<file path="src/hw/msc_pkg.sv">
// ****************************************
// Sideband control constants
// ****************************************
package msc_pkg;

  // ****************************************
  // Timing, 25 MHz core clock
  // ****************************************
  localparam int CLK_PERIOD_NS   = 40;
  localparam int T_RESET_INIT_NS = 10000;
  localparam int RST_MIN_CYC     = (T_RESET_INIT_NS + CLK_PERIOD_NS - 1) / CLK_PERIOD_NS;
  localparam int RST_CNT_W       = $clog2(RST_MIN_CYC + 1);
  localparam int T_INIT_US       = 2000;
  localparam int INIT_CYC        = (T_INIT_US * 1000) / CLK_PERIOD_NS;

  // ****************************************
  // Management interface map
  // ****************************************
  localparam logic [6:0] DEV_ADDR7     = 7'h50;
  localparam logic [7:0] STATUS_ADDR   = 8'h02;
  localparam logic [7:0] FLAG_ADDR     = 8'h03;
  localparam logic [7:0] MASK_ADDR     = 8'h64;
  localparam int         FLAG_W        = 8;
  localparam int         DNR_BIT       = 0;
  localparam int         DONE_FLAG_BIT = 0;
  localparam logic [7:0] MASK_RST      = 8'h00;
  localparam logic [7:0] MASK_USABLE   = 8'hFE;
  localparam logic [4:0] SYNC_RST      = 5'h1B;

  typedef enum logic [1:0] {
    MSC_S_INIT,
    MSC_S_RUN,
    MSC_S_HELD
  } msc_state_t;

  typedef enum logic [2:0] {
    MSC_P_IDLE,
    MSC_P_ADDR,
    MSC_P_AACK,
    MSC_P_WDAT,
    MSC_P_WACK,
    MSC_P_RDAT,
    MSC_P_RACK,
    MSC_P_RNXT
  } msc_phase_t;

  function automatic logic [7:0] msc_read_byte(input logic [7:0] addr,
                                               input logic       dnr,
                                               input logic [7:0] flags,
                                               input logic [7:0] mask);
    logic [7:0] val;
    val = 8'h00;
    if (addr == STATUS_ADDR) begin
      val[DNR_BIT] = dnr;
    end else if (addr == FLAG_ADDR) begin
      val = flags;
    end else if (addr == MASK_ADDR) begin
      val = mask;
    end
    return val;
  endfunction : msc_read_byte

endpackage : msc_pkg

</file>
<file path="src/hw/msc_sideband.sv">
// Operation
// - With select low the module takes and answers two-wire management transfers.
// - With select high all two-wire traffic is ignored so modules can share one bus.
// - An undriven select reads high, so the module comes up deselected.
// - A reset pin held low past the minimum pulse time restores every user setting to default.
// - The reset execution interval starts when the reset pin rises again.
// - At the end of the interval the interrupt is raised with data-not-ready cleared.
// - Power-up posts the completion interrupt without any reset pulse.
// - A high low-power request puts the module into its reduced-power state.
// - The presence output is grounded inside the module.
// - The open-drain interrupt is pulled low for a fault or critical status.
// - Management transfers use device address A0h.
`timescale 1ns/1ps
`default_nettype none
module msc_sideband #(
  parameter int INIT_CYC = msc_pkg::INIT_CYC
) (
  input  wire logic                        i_clk,
  input  wire logic                        i_sys_rst,
  input  wire logic                        i_module_select_n,
  input  wire logic                        i_module_reset_n,
  input  wire logic                        i_low_power_request,
  input  wire logic                        i_scl,
  input  wire logic                        i_sda,
  input  wire logic [msc_pkg::FLAG_W-2:0]  i_fault_event,
  output logic                             o_sda_out,
  output logic                             o_sda_oe,
  output logic                             o_interrupt_n_out,
  output logic                             o_interrupt_n_oe,
  output logic                             o_module_present_n,
  output logic                             o_low_power_en,
  output logic                             o_data_not_ready
);
  import msc_pkg::*;

  localparam int INIT_W = $clog2(INIT_CYC + 1);

  // ****************************************
  // Pin synchronisers
  // ****************************************
  logic [4:0] pins_s;
  logic       sel_n_s;
  logic       rst_pin_s;
  logic       lp_s;
  logic       scl_s;
  logic       sda_s;

  // Pins reset to idle levels, so no false bus edge follows reset; select high as if pulled up
  msc_sync #(
    .WIDTH   (5),
    .RST_VAL (SYNC_RST)
  ) u_sync (
    .i_clk     (i_clk),
    .i_sys_rst (i_sys_rst),
    .i_async   ({i_module_select_n, i_module_reset_n, i_low_power_request, i_scl, i_sda}),
    .o_sync    (pins_s)
  );

  assign sel_n_s   = pins_s[4];
  assign rst_pin_s = pins_s[3];
  assign lp_s      = pins_s[2];
  assign scl_s     = pins_s[1];
  assign sda_s     = pins_s[0];

  // ****************************************
  // Reset pin qualification and sequence
  // ****************************************
  logic [RST_CNT_W-1:0] rst_low_cnt_r;
  logic [INIT_W-1:0]    init_cnt_r;
  msc_state_t           st_r;
  logic                 dnr_r;
  logic                 done_p_r;
  logic                 rst_long;

  assign rst_long = (rst_low_cnt_r == RST_CNT_W'(RST_MIN_CYC));

  // Short glitches on the pin never reach the full reset
  always_ff @(posedge i_clk) begin
    if (i_sys_rst || rst_pin_s) begin
      rst_low_cnt_r <= '0;
    end else if (!rst_long) begin
      rst_low_cnt_r <= RST_CNT_W'(rst_low_cnt_r + 1'h1);
    end
  end

  always_ff @(posedge i_clk) begin
    if (i_sys_rst) begin
      st_r       <= MSC_S_INIT;
      init_cnt_r <= '0;
      dnr_r      <= 1'h1;
      done_p_r   <= 1'h0;
    end else begin
      done_p_r <= 1'h0;
      unique case (st_r)
        MSC_S_INIT: begin
          if (rst_long) begin
            st_r  <= MSC_S_HELD;
            dnr_r <= 1'h1;
          end else if (init_cnt_r == INIT_W'(INIT_CYC - 1)) begin
            st_r     <= MSC_S_RUN;
            dnr_r    <= 1'h0;
            done_p_r <= 1'h1;
          end else begin
            init_cnt_r <= INIT_W'(init_cnt_r + 1'h1);
          end
        end
        MSC_S_RUN: begin
          if (rst_long) begin
            st_r  <= MSC_S_HELD;
            dnr_r <= 1'h1;
          end
        end
        MSC_S_HELD: begin
          dnr_r      <= 1'h1;
          init_cnt_r <= '0;
          if (rst_pin_s) begin
            st_r <= MSC_S_INIT;
          end
        end
      endcase
    end
  end

  // ****************************************
  // Two-wire management slave
  // ****************************************
  msc_phase_t ph_r;
  logic [7:0] shift_r;
  logic [2:0] bit_r;
  logic       rw_r;
  logic       first_r;
  logic [7:0] ptr_r;
  logic       sda_oe_r;
  logic       scl_q_r;
  logic       sda_q_r;
  logic       wr_en_r;
  logic [7:0] wr_addr_r;
  logic [7:0] wr_data_r;
  logic       rd_clr_r;
  logic [7:0] rd_snap_r;
  logic [7:0] flags_r;
  logic [7:0] mask_r;
  logic [7:0] rd_byte;
  logic       scl_rise;
  logic       scl_fall;
  logic       start_c;
  logic       stop_c;
  logic       load_now;

  always_ff @(posedge i_clk) begin
    if (i_sys_rst) begin
      scl_q_r <= 1'h1;
      sda_q_r <= 1'h1;
    end else begin
      scl_q_r <= scl_s;
      sda_q_r <= sda_s;
    end
  end

  assign scl_rise = scl_s && !scl_q_r;
  assign scl_fall = !scl_s && scl_q_r;
  assign start_c  = scl_s && scl_q_r && !sda_s && sda_q_r;
  assign stop_c   = scl_s && scl_q_r && sda_s && !sda_q_r;
  assign load_now = scl_fall && ((ph_r == MSC_P_AACK && sda_oe_r && rw_r) || ph_r == MSC_P_RNXT);
  assign rd_byte  = msc_read_byte(ptr_r, dnr_r, flags_r, mask_r);

  always_ff @(posedge i_clk) begin
    if (i_sys_rst) begin
      ph_r      <= MSC_P_IDLE;
      shift_r   <= 8'h00;
      bit_r     <= 3'h0;
      rw_r      <= 1'h0;
      first_r   <= 1'h0;
      ptr_r     <= 8'h00;
      sda_oe_r  <= 1'h0;
      wr_en_r   <= 1'h0;
      wr_addr_r <= 8'h00;
      wr_data_r <= 8'h00;
      rd_clr_r  <= 1'h0;
      rd_snap_r <= 8'h00;
    end else begin
      wr_en_r  <= 1'h0;
      rd_clr_r <= 1'h0;
      if (sel_n_s || st_r == MSC_S_HELD) begin
        ph_r     <= MSC_P_IDLE;
        sda_oe_r <= 1'h0;
      end else if (start_c) begin
        ph_r     <= MSC_P_ADDR;
        bit_r    <= 3'h0;
        sda_oe_r <= 1'h0;
      end else if (stop_c) begin
        ph_r     <= MSC_P_IDLE;
        sda_oe_r <= 1'h0;
      end else if (load_now) begin
        // Snapshot so a flag raised after the load survives the clear
        ph_r     <= MSC_P_RDAT;
        shift_r  <= rd_byte;
        sda_oe_r <= !rd_byte[7];
        bit_r    <= 3'h0;
        ptr_r    <= 8'(ptr_r + 8'h01);
        if (ptr_r == FLAG_ADDR) begin
          rd_clr_r  <= 1'h1;
          rd_snap_r <= flags_r;
        end
      end else begin
        unique case (ph_r)
          MSC_P_IDLE: begin
          end
          MSC_P_ADDR: begin
            if (scl_rise) begin
              shift_r <= {shift_r[6:0], sda_s};
              bit_r   <= 3'(bit_r + 3'h1);
              if (bit_r == 3'h7) begin
                rw_r    <= sda_s;
                first_r <= 1'h1;
                ph_r    <= (shift_r[6:0] == DEV_ADDR7) ? MSC_P_AACK : MSC_P_IDLE;
              end
            end
          end
          MSC_P_AACK,
          MSC_P_WACK: begin
            if (scl_fall) begin
              if (!sda_oe_r) begin
                sda_oe_r <= 1'h1;
              end else begin
                sda_oe_r <= 1'h0;
                bit_r    <= 3'h0;
                ph_r     <= MSC_P_WDAT;
              end
            end
          end
          MSC_P_WDAT: begin
            if (scl_rise) begin
              shift_r <= {shift_r[6:0], sda_s};
              bit_r   <= 3'(bit_r + 3'h1);
              if (bit_r == 3'h7) begin
                ph_r <= MSC_P_WACK;
                if (first_r) begin
                  ptr_r   <= {shift_r[6:0], sda_s};
                  first_r <= 1'h0;
                end else begin
                  wr_en_r   <= 1'h1;
                  wr_addr_r <= ptr_r;
                  wr_data_r <= {shift_r[6:0], sda_s};
                  ptr_r     <= 8'(ptr_r + 8'h01);
                end
              end
            end
          end
          MSC_P_RDAT: begin
            if (scl_fall) begin
              if (bit_r == 3'h7) begin
                sda_oe_r <= 1'h0;
                ph_r     <= MSC_P_RACK;
              end else begin
                bit_r    <= 3'(bit_r + 3'h1);
                shift_r  <= {shift_r[6:0], 1'h0};
                sda_oe_r <= !shift_r[6];
              end
            end
          end
          MSC_P_RACK: begin
            if (scl_rise) begin
              ph_r <= sda_s ? MSC_P_IDLE : MSC_P_RNXT;
            end
          end
          MSC_P_RNXT: begin
          end
        endcase
      end
    end
  end

  // ****************************************
  // Flags, mask and interrupt
  // ****************************************
  logic [7:0] set_vec;
  logic [7:0] clr_vec;
  logic       unmasked;
  logic       int_oe_r;
  logic       lp_r;
  logic       present_r;

  assign set_vec  = {(st_r == MSC_S_RUN) ? i_fault_event : 7'h00, done_p_r};
  assign clr_vec  = rd_clr_r ? rd_snap_r : 8'h00;
  assign unmasked = |(flags_r & ~(mask_r & MASK_USABLE));

  // Set beats clear in the same cycle
  always_ff @(posedge i_clk) begin
    if (i_sys_rst || st_r == MSC_S_HELD) begin
      flags_r <= 8'h00;
    end else begin
      flags_r <= (flags_r & ~clr_vec) | set_vec;
    end
  end

  always_ff @(posedge i_clk) begin
    if (i_sys_rst || st_r == MSC_S_HELD) begin
      mask_r <= MASK_RST;
    end else if (wr_en_r && wr_addr_r == MASK_ADDR) begin
      mask_r <= wr_data_r;
    end
  end

  // Completion flag is never maskable
  always_ff @(posedge i_clk) begin
    if (i_sys_rst) begin
      int_oe_r <= 1'h0;
    end else begin
      int_oe_r <= unmasked;
    end
  end

  always_ff @(posedge i_clk) begin
    if (i_sys_rst) begin
      lp_r      <= 1'h0;
      present_r <= 1'h0;
    end else begin
      lp_r      <= lp_s;
      present_r <= 1'h0;
    end
  end

  assign o_sda_out          = 1'h0;
  assign o_sda_oe           = sda_oe_r;
  assign o_interrupt_n_out  = 1'h0;
  assign o_interrupt_n_oe   = int_oe_r;
  assign o_module_present_n = present_r;
  assign o_low_power_en     = lp_r;
  assign o_data_not_ready   = dnr_r;
endmodule : msc_sideband
`default_nettype wire

</file>
<file path="src/hw/msc_sync.sv">
`timescale 1ns/1ps
`default_nettype none
// ****************************************
// Two-flop pin synchroniser
// ****************************************
module msc_sync #(
  parameter int               WIDTH   = 1,
  parameter logic [WIDTH-1:0] RST_VAL = {WIDTH{1'h0}}
) (
  input  wire logic             i_clk,
  input  wire logic             i_sys_rst,
  input  wire logic [WIDTH-1:0] i_async,
  output logic      [WIDTH-1:0] o_sync
);

  logic [WIDTH-1:0] meta_r;

  // First stage feeds only the second
  always_ff @(posedge i_clk) begin
    if (i_sys_rst) begin
      meta_r <= RST_VAL;
      o_sync <= RST_VAL;
    end else begin
      meta_r <= i_async;
      o_sync <= meta_r;
    end
  end

endmodule : msc_sync
`default_nettype wire

</file>
<file path="config.mk">
export PLATFORM = sky130hd
export DESIGN_NAME = msc_sideband
export DESIGN_NICKNAME = d
export VERILOG_FILES = /design/src/hw/msc_pkg.sv /design/src/hw/msc_sideband.sv /design/src/hw/msc_sync.sv
export SDC_FILE = /design/constraint.sdc
export NUM_CORES = 1
export LEC_CHECK = 0
export ABC_AREA = 1
export BUFFER_PORTS_ARGS = -buffer_cell sky130_fd_sc_hd__buf_4
export CAP_MARGIN = 20
export CELL_PAD_IN_SITES_DETAIL_PLACEMENT = 1
export CELL_PAD_IN_SITES_GLOBAL_PLACEMENT = 1
export CORE_MARGIN = 10
export CORE_UTILIZATION = 35
export DETAILED_ROUTE_END_ITERATION = 6
export PLACE_DENSITY_LB_ADDON = 0.1
export SLEW_MARGIN = 10
export SYNTH_ARGS = -nofsm -noshare
export SYNTH_HDL_FRONTEND = slang
export SYNTH_SLANG_ARGS = --single-unit
</file>
<file path="constraint.sdc">
create_clock -name i_clk -period 3.7 [get_ports i_clk]
set_clock_uncertainty 0.2 [all_clocks]
set_input_delay 0 -clock i_clk [delete_from_list [all_inputs] [get_ports i_clk]]
set_output_delay 0 -clock i_clk [all_outputs]
set_load 0.05 [all_outputs]
</file>
==> impl_metrics.tcl, run 1 <==
set metrics [dict create \
    power.combinational.fraction_pct 7.7 \
    outcome "finished clean" \
    route.final.wire_length_mm 14.95 \
    synth-edff-count 0 \
    routedWlPerCell_um 15.12 \
    clock_tree_root_buffer_cell "clkbuf_16" \
    drt_iter0_markers 234 \
    period_share_pct 71.68 \
    yosysUniqueCellTypes 42 \
    vias_in_the_first_global_route 5173 \
    vias_per_instance 5.059 \
    hpwl_mm 11.10 \
    power.static_leakage_nw 2.425 \
    clock_tree.htree_level_count 3 \
    p_int_w 0.001719 \
    grt_antenna_before_repair 0 \
    clock_latency_ns 0.36 \
    cts_num_sinks 108 \
    post-route-min-period_ns 2.652 \
    rsz0062_at_grt "false" \
    std_cell_rows 45 \
    pwr_density_cell_mw_per_mm2 386.3 \
    mostFrequentLayoutCell "nand2_1" \
    netlist_instances 777 \
    num_io_pins 21 \
    synth_warnings 0 \
    synth_seq_area_share_pct 40.20 \
    core_region_area_mm2 0.01515 \
    number_of_hold_violations_in_the_final_report 0 \
    worst-endpoint-arrival_ns 2.70 \
    top_fanout_value_on_the_critical_path 13 \
    numCtsBuffers 9 \
    floorplan.initialDensity_pct 35.51 \
    nFillCells 1895 \
    worst_pin_slew_ns 0.6808 \
    timing.critical_path.to_type "register" \
    worst_hold_startpoint "i_module_reset_n" \
    setup-tns-final_ns 0 \
    vdd.ir_drop.worst_v 0.0002196 \
    stdcell_area_mm2 0.006031 \
    worst_setup_hold_path_clk_slew_ns 0.07 \
    tritoncts "built" \
    worstSetupPathType "reg -> reg" \
    flow.area_growth_from_synthesis_pct 12.15 \
    antenna_cells 0 \
    asyncSetResetFlopFracSynth_pct 0 \
    finish.utilization_pct 39.82 \
    synthesized_area_per_cell_um2 6.921 \
    seq_power_share_pct 52.0 \
    ratio_of_cells_with_drive_above_1_in_the_final_layout_pct 9.863 \
    power_share_of_the_clock_group_pct 40.4 \
    beginning_of_the_worst_register_to_register_path "st_r[0]$_SDFFE_PP0P_" \
    maxSlewHeadroom_pct 54.37 \
    reg2reg_depth 8 \
    final-max-slew-violation-count 0 \
    regToRegEndpoint "rd_snap_r[1]$_SDFFE_PP0P_" \
    dominantRegCellSynth "dfxtp_1" \
    placement.cell_area_mm2 0.005612 \
    worst-endpoint-required_ns 3.75 \
    grt_pass1_wl_mm 25.66 \
    cp-start-kind "register" \
    dr.pass1.iters 4 \
    die-width_um 144.0 \
    syn-cell-area_mm2 0.005378 \
    worst_hold_path.num_cells 3 \
    place.port_buffers 17 \
    setup_violations 0 \
    die_height_um 144.0 \
    final_wtd_congestion 0.8954 \
    gr-total-overflow 0 \
    overall_die_area_mm2 0.02072 \
    crit_path_launch "st_r[0]$_SDFFE_PP0P_" \
    timing.max_cap.violations 0 \
    worst-r2r-setup-slack_ns 1.05 \
    power.share.switching_pct 26.22 \
    net_switching_power_of_the_design_w 0.0006108 \
    ant_nets 0 \
    post_cts_resize_count 0 \
    cts-root-to-sink-buffers 2 \
    grt_max_degree 41 \
    synth-seq-cells 108 \
    critical_path.endpoint "rd_snap_r[1]$_SDFFE_PP0P_" \
    nets_final 821 \
    fmax_mhz 377.0 \
    detail_route.drc_violations 0 \
    via_count 5003 \
    layout_common_cells "nand2_1, dfxtp_1, nor2_1" \
    grt_util_all_layers_pct 15.33 \
    hold_path_class "in -> reg" \
]
flip-flops by register name, summed over array words and instances (netlist names), 8 cells and up:
name	cells
flags_r	8
init_cnt_r	16
mask_r	8
ptr_r	8
rd_snap_r	8
rst_low_cnt_r	8
wr_addr_r	8
wr_data_r	8
cell type report:
type                            count  area, um2  share of cell area (%)
Clock buffer                       11      232.7                   3.859
Tap cell                          188      235.2                   3.900
Timing Repair Buffer               32      275.3                   4.564
Clock inverter                      5      46.29                  0.7676
Inverter                           86      322.8                   5.353
Multi-Input combinational cell    559       2756                   45.71
Sequential cell                   108       2162                   35.85
kinds of logic (layout without fill, tap and decap cells):
logic type,count (synthesis),in the layout,synth area share (%)
AOI/OAI and AO/OA,153,153,15.98
xor gates and xnor gates,11,11,1.791
adders and majority gates,11,11,2.559
buffers and inverters,112,134,8.678
DFF,108,108,40.20
other,1,3,0.06973
and+or+nand+nor,381,381,30.71
worst min path at each step:
| stage | slack [ns] | to |
|---|---|---|
| final | 0.17 | u_sync.meta_r[3]$_SDFF_PP1_ |
| after global routing | 0.18 | u_sync.meta_r[0]$_SDFF_PP1_ |
| after CTS | 0.15 | u_sync.meta_r[3]$_SDFF_PP1_ |
| after detailed placement | -0.01 | u_sync.meta_r[4]$_SDFF_PP1_ |
| after global placement | -0.01 | u_sync.meta_r[1]$_SDFF_PP1_ |
| after floorplan | -0.1 | u_sync.meta_r[0]$_SDFF_PP1_ |
metrics by stage:
step | total power [W] | std cells | hold WS, ns | worst slack, ns
2_1_floorplan | 0.001354 | 779 | -0.09619 | 1.795
3_3_place_gp | 0.001403 | 959 | -0.01439 | 1.151
3_5_place_dp | 0.001407 | 959 | -0.01182 | 1.021
4_1_cts | 0.002370 | 989 | 0.1525 | 1.007
5_1_grt | 0.002437 | 989 | 0.1781 | 0.7185
6_report | 0.002329 | 989 | 0.1699 | 1.048
metal layers:
layer | up-vias | track usage [%] | part of all wire (%)
met5 | - | 0 | 0
met4 | 0 | 4.514 | 1.0
met3 | 9 | 2.871 | 1.9
met2 | 33 | 26.00 | 49
met1 | 2413 | 19.23 | 48
li1 | 2548 | - | -
worst max-delay path, cell delays in order (launching register included):
cell and delay, ns:
dfxtp_1 0.34, inv_1 0.08, ha_1 0.37, nor2_1 0.30
nand3_2 0.22, nor3_2 0.61, inv_1 0.22, nor2_1 0.13
nor2_1 0.06
power by group through the flow:
stage | clock (W) | combinational (W) | sequential (W)
CTS | 0.000978 | 0.000181 | 0.00121
global route | 0.00102 | 0.000203 | 0.00122
floorplan | 0 | 0.000110 | 0.00124
detailed placement | 0 | 0.000169 | 0.00124
finish | 0.000940 | 0.000179 | 0.00121
global placement | 0 | 0.000165 | 0.00124
repair_timing:
| action | 4_1_cts | 5_1_grt |
|---|---|---|
| hold buffers | 14 | 0 |
| buffers inserted | 0 | 0 |
| hold endpoints to repair | 38 | 0 |
synthesized netlist by cell type (3+ instances only):
library cell	count	area [um2]
nor2_1	104	390.4
o21ai_1	15	75.07
nor3_1	7	35.03
or2_2	10	62.56
nor4_1	3	18.77
nand2_1	177	664.4
buf_2	7	35.03
ha_1	11	137.6
o22ai_1	3	18.77
xor2_1	11	96.34
a21oi_2	14	122.6
a21oi_1	65	325.3
buf_4	5	37.54
clkbuf_1	11	41.29
nand3_1	55	275.3
inv_1	76	285.3
nand4_1	11	68.82
o21ai_0	45	225.2
inv_2	8	30.03
dfxtp_1	108	2162
Note: power is estimated with default switching activity, not from simulation.
==> inputs of run 2 (changes only) <==
- clock period: 3.7 -> 2.2 ns (I/O delays scaled with it)
==> impl_metrics.tcl, run 2 (same netlist as run 1, synthesis figures left out) <==
set metrics [dict create \
    maxSlewHeadroom_pct 65.77 \
    gr-total-overflow 0 \
    net_switching_power_of_the_design_w 0.001044 \
    power.combinational.fraction_pct 8.4 \
    clock_tree.htree_level_count 3 \
    cts_num_sinks 108 \
    post_cts_buffers 0 \
    fin_total_pwr_w 0.003997 \
    worst-endpoint-arrival_ns 2.18 \
    timing.critical_path.to_type "register" \
    layout_common_cells "nand2_1, dfxtp_1, nor2_1" \
    dr.pass1.iters 4 \
    vias_in_the_first_global_route 5202 \
    die-width_um 144.0 \
    grt_util_all_layers_pct 15.41 \
    p_int_w 0.002954 \
    flow.area_growth_from_synthesis_pct 16.82 \
    die_height_um 144.0 \
    worstSetupPathType "reg -> reg" \
    period_share_pct 94.76 \
    core_region_area_mm2 0.01515 \
    setup_violations 0 \
    grt_antenna_before_repair 0 \
    cts-root-to-sink-buffers 2 \
    std_cell_rows 45 \
    ant_nets 0 \
    mostFrequentLayoutCell "nand2_1" \
    post-route-min-period_ns 2.085 \
    outcome "finished clean" \
    register_name_with_the_most_flops "init_cnt_r" \
    worst-endpoint-required_ns 2.30 \
    ratio_of_cells_with_drive_above_1_in_the_final_layout_pct 13.47 \
    cp-start-kind "register" \
    tritoncts "built" \
    hold_path_class "in -> reg" \
    pwr_density_cell_mw_per_mm2 636.3 \
    seq_power_share_pct 51.0 \
    grt_max_degree 33 \
    power_share_of_the_clock_group_pct 40.6 \
    number_of_hold_violations_in_the_final_report 0 \
    nets_final 844 \
    detail_route.drc_violations 0 \
    worst_pin_slew_ns 0.5095 \
    route.final.wire_length_mm 15.13 \
    grt_pass1_wl_mm 25.62 \
    routedWlPerCell_um 14.95 \
    final-max-slew-violation-count 0 \
    largest_reg_flops 16 \
    via_count 5038 \
    drt_iter0_markers 173 \
    top_fanout_value_on_the_critical_path 22 \
    num_io_pins 21 \
    timing.hold.ws_ns 0.1573 \
    numCtsBuffers 9 \
    worst_setup_hold_path_clk_slew_ns 0.07 \
    nFillCells 1916 \
    clock_tree_root_buffer_cell "clkbuf_16" \
    fmax_mhz 479.7 \
    clock_latency_ns 0.36 \
    floorplan.initialDensity_pct 35.51 \
    hpwl_mm 11.35 \
    postLayoutSetupSlackWorst_ns 0.1152 \
    power.share.switching_pct 26.11 \
    vias_per_instance 4.978 \
    antenna_cells 0 \
    place.port_buffers 17 \
    pre_cts_ws_ns 0.04188 \
    final_wtd_congestion 0.8752 \
    vdd.ir_drop.worst_v 0.0003991 \
    power.static_leakage_nw 2.559 \
    overall_die_area_mm2 0.02072 \
    timing.max_cap.violations 0 \
]
-- run 2: final timing paths --
path / startpoint / to / slack (ns) / cells past startpoint
max: bit_r[0]$_SDFFE_PP0P_ / wr_addr_r[1]$_SDFFE_PP0P_ / 0.12 / 10
min: i_module_reset_n / u_sync.meta_r[3]$_SDFF_PP1_ / 0.16 / 3
max reg2reg: bit_r[0]$_SDFFE_PP0P_ / wr_addr_r[1]$_SDFFE_PP0P_ / 0.12 / 10
min reg2reg: u_sync.meta_r[1]$_SDFF_PP1_ / u_sync.o_sync[1]$_SDFF_PP1_ / 0.21 / 1
-- run 2: cell type report --
type	count	area (um2)	share of cell area, %
clock buffer	10	239.0	3.804
clock inverter	6	53.80	0.8564
inverter	86	322.8	5.138
multi-input combinational	560	2776	44.19
sequential	108	2163	34.44
tap	188	235.2	3.744
timing repair buffer	54	491.7	7.827
-- run 2: power groups by stage --
stage	sequential, W	clock [W]	combinational (W)
2_1_floorplan	0.00209	0	0.000184
3_3_place_gp	0.00208	0	0.000315
3_5_place_dp	0.00208	0	0.000322
4_1_cts	0.00204	0.00168	0.000342
5_1_grt	0.00204	0.00177	0.000384
6_report	0.00204	0.00162	0.000336
-- run 2: critical path, cell delays in order, from the launching register on --
cell and delay, ns:
dfxtp_1 0.36, ha_1 0.17, ha_1 0.19, inv_1 0.06, nor2_2 0.15, nand2_2 0.10, or2_4 0.27, nor2_8 0.11
buf_12 0.18, o21ai_1 0.10, a21oi_2 0.12
-- run 2: what timing repair did --
item                                   4_1_cts  5_1_grt
endpoints found under the hold margin       24        0
resized for setup                            0        8
setup endpoints to repair                    0       37
hold buffers                                13        0
-- run 2: stage by stage --
stage | TNS (ns) | instance area [um2] | instances | utilization [%]
after floorplan | 0 | 5385 | 779 | -
after global placement | 0 | 5834 | 982 | 38.52
after detailed placement | 0 | 5834 | 982 | 38.52
after CTS | 0 | 6257 | 1011 | 41.31
after global routing | -0.02592 | 6282 | 1012 | 41.48
final | 0 | 6282 | 1012 | 41.48
-- run 2: layer usage --
metal / vias to the layer above / routed length (um) / GRT usage [%]
met1: 2384 / 7060 / 18.84
met3: 11 / 304 / 3.267
met2: 43 / 7601 / 26.72
li1: 2600 / - / -
met5: - / 0 / 0
met4: 0 / 167 / 3.976
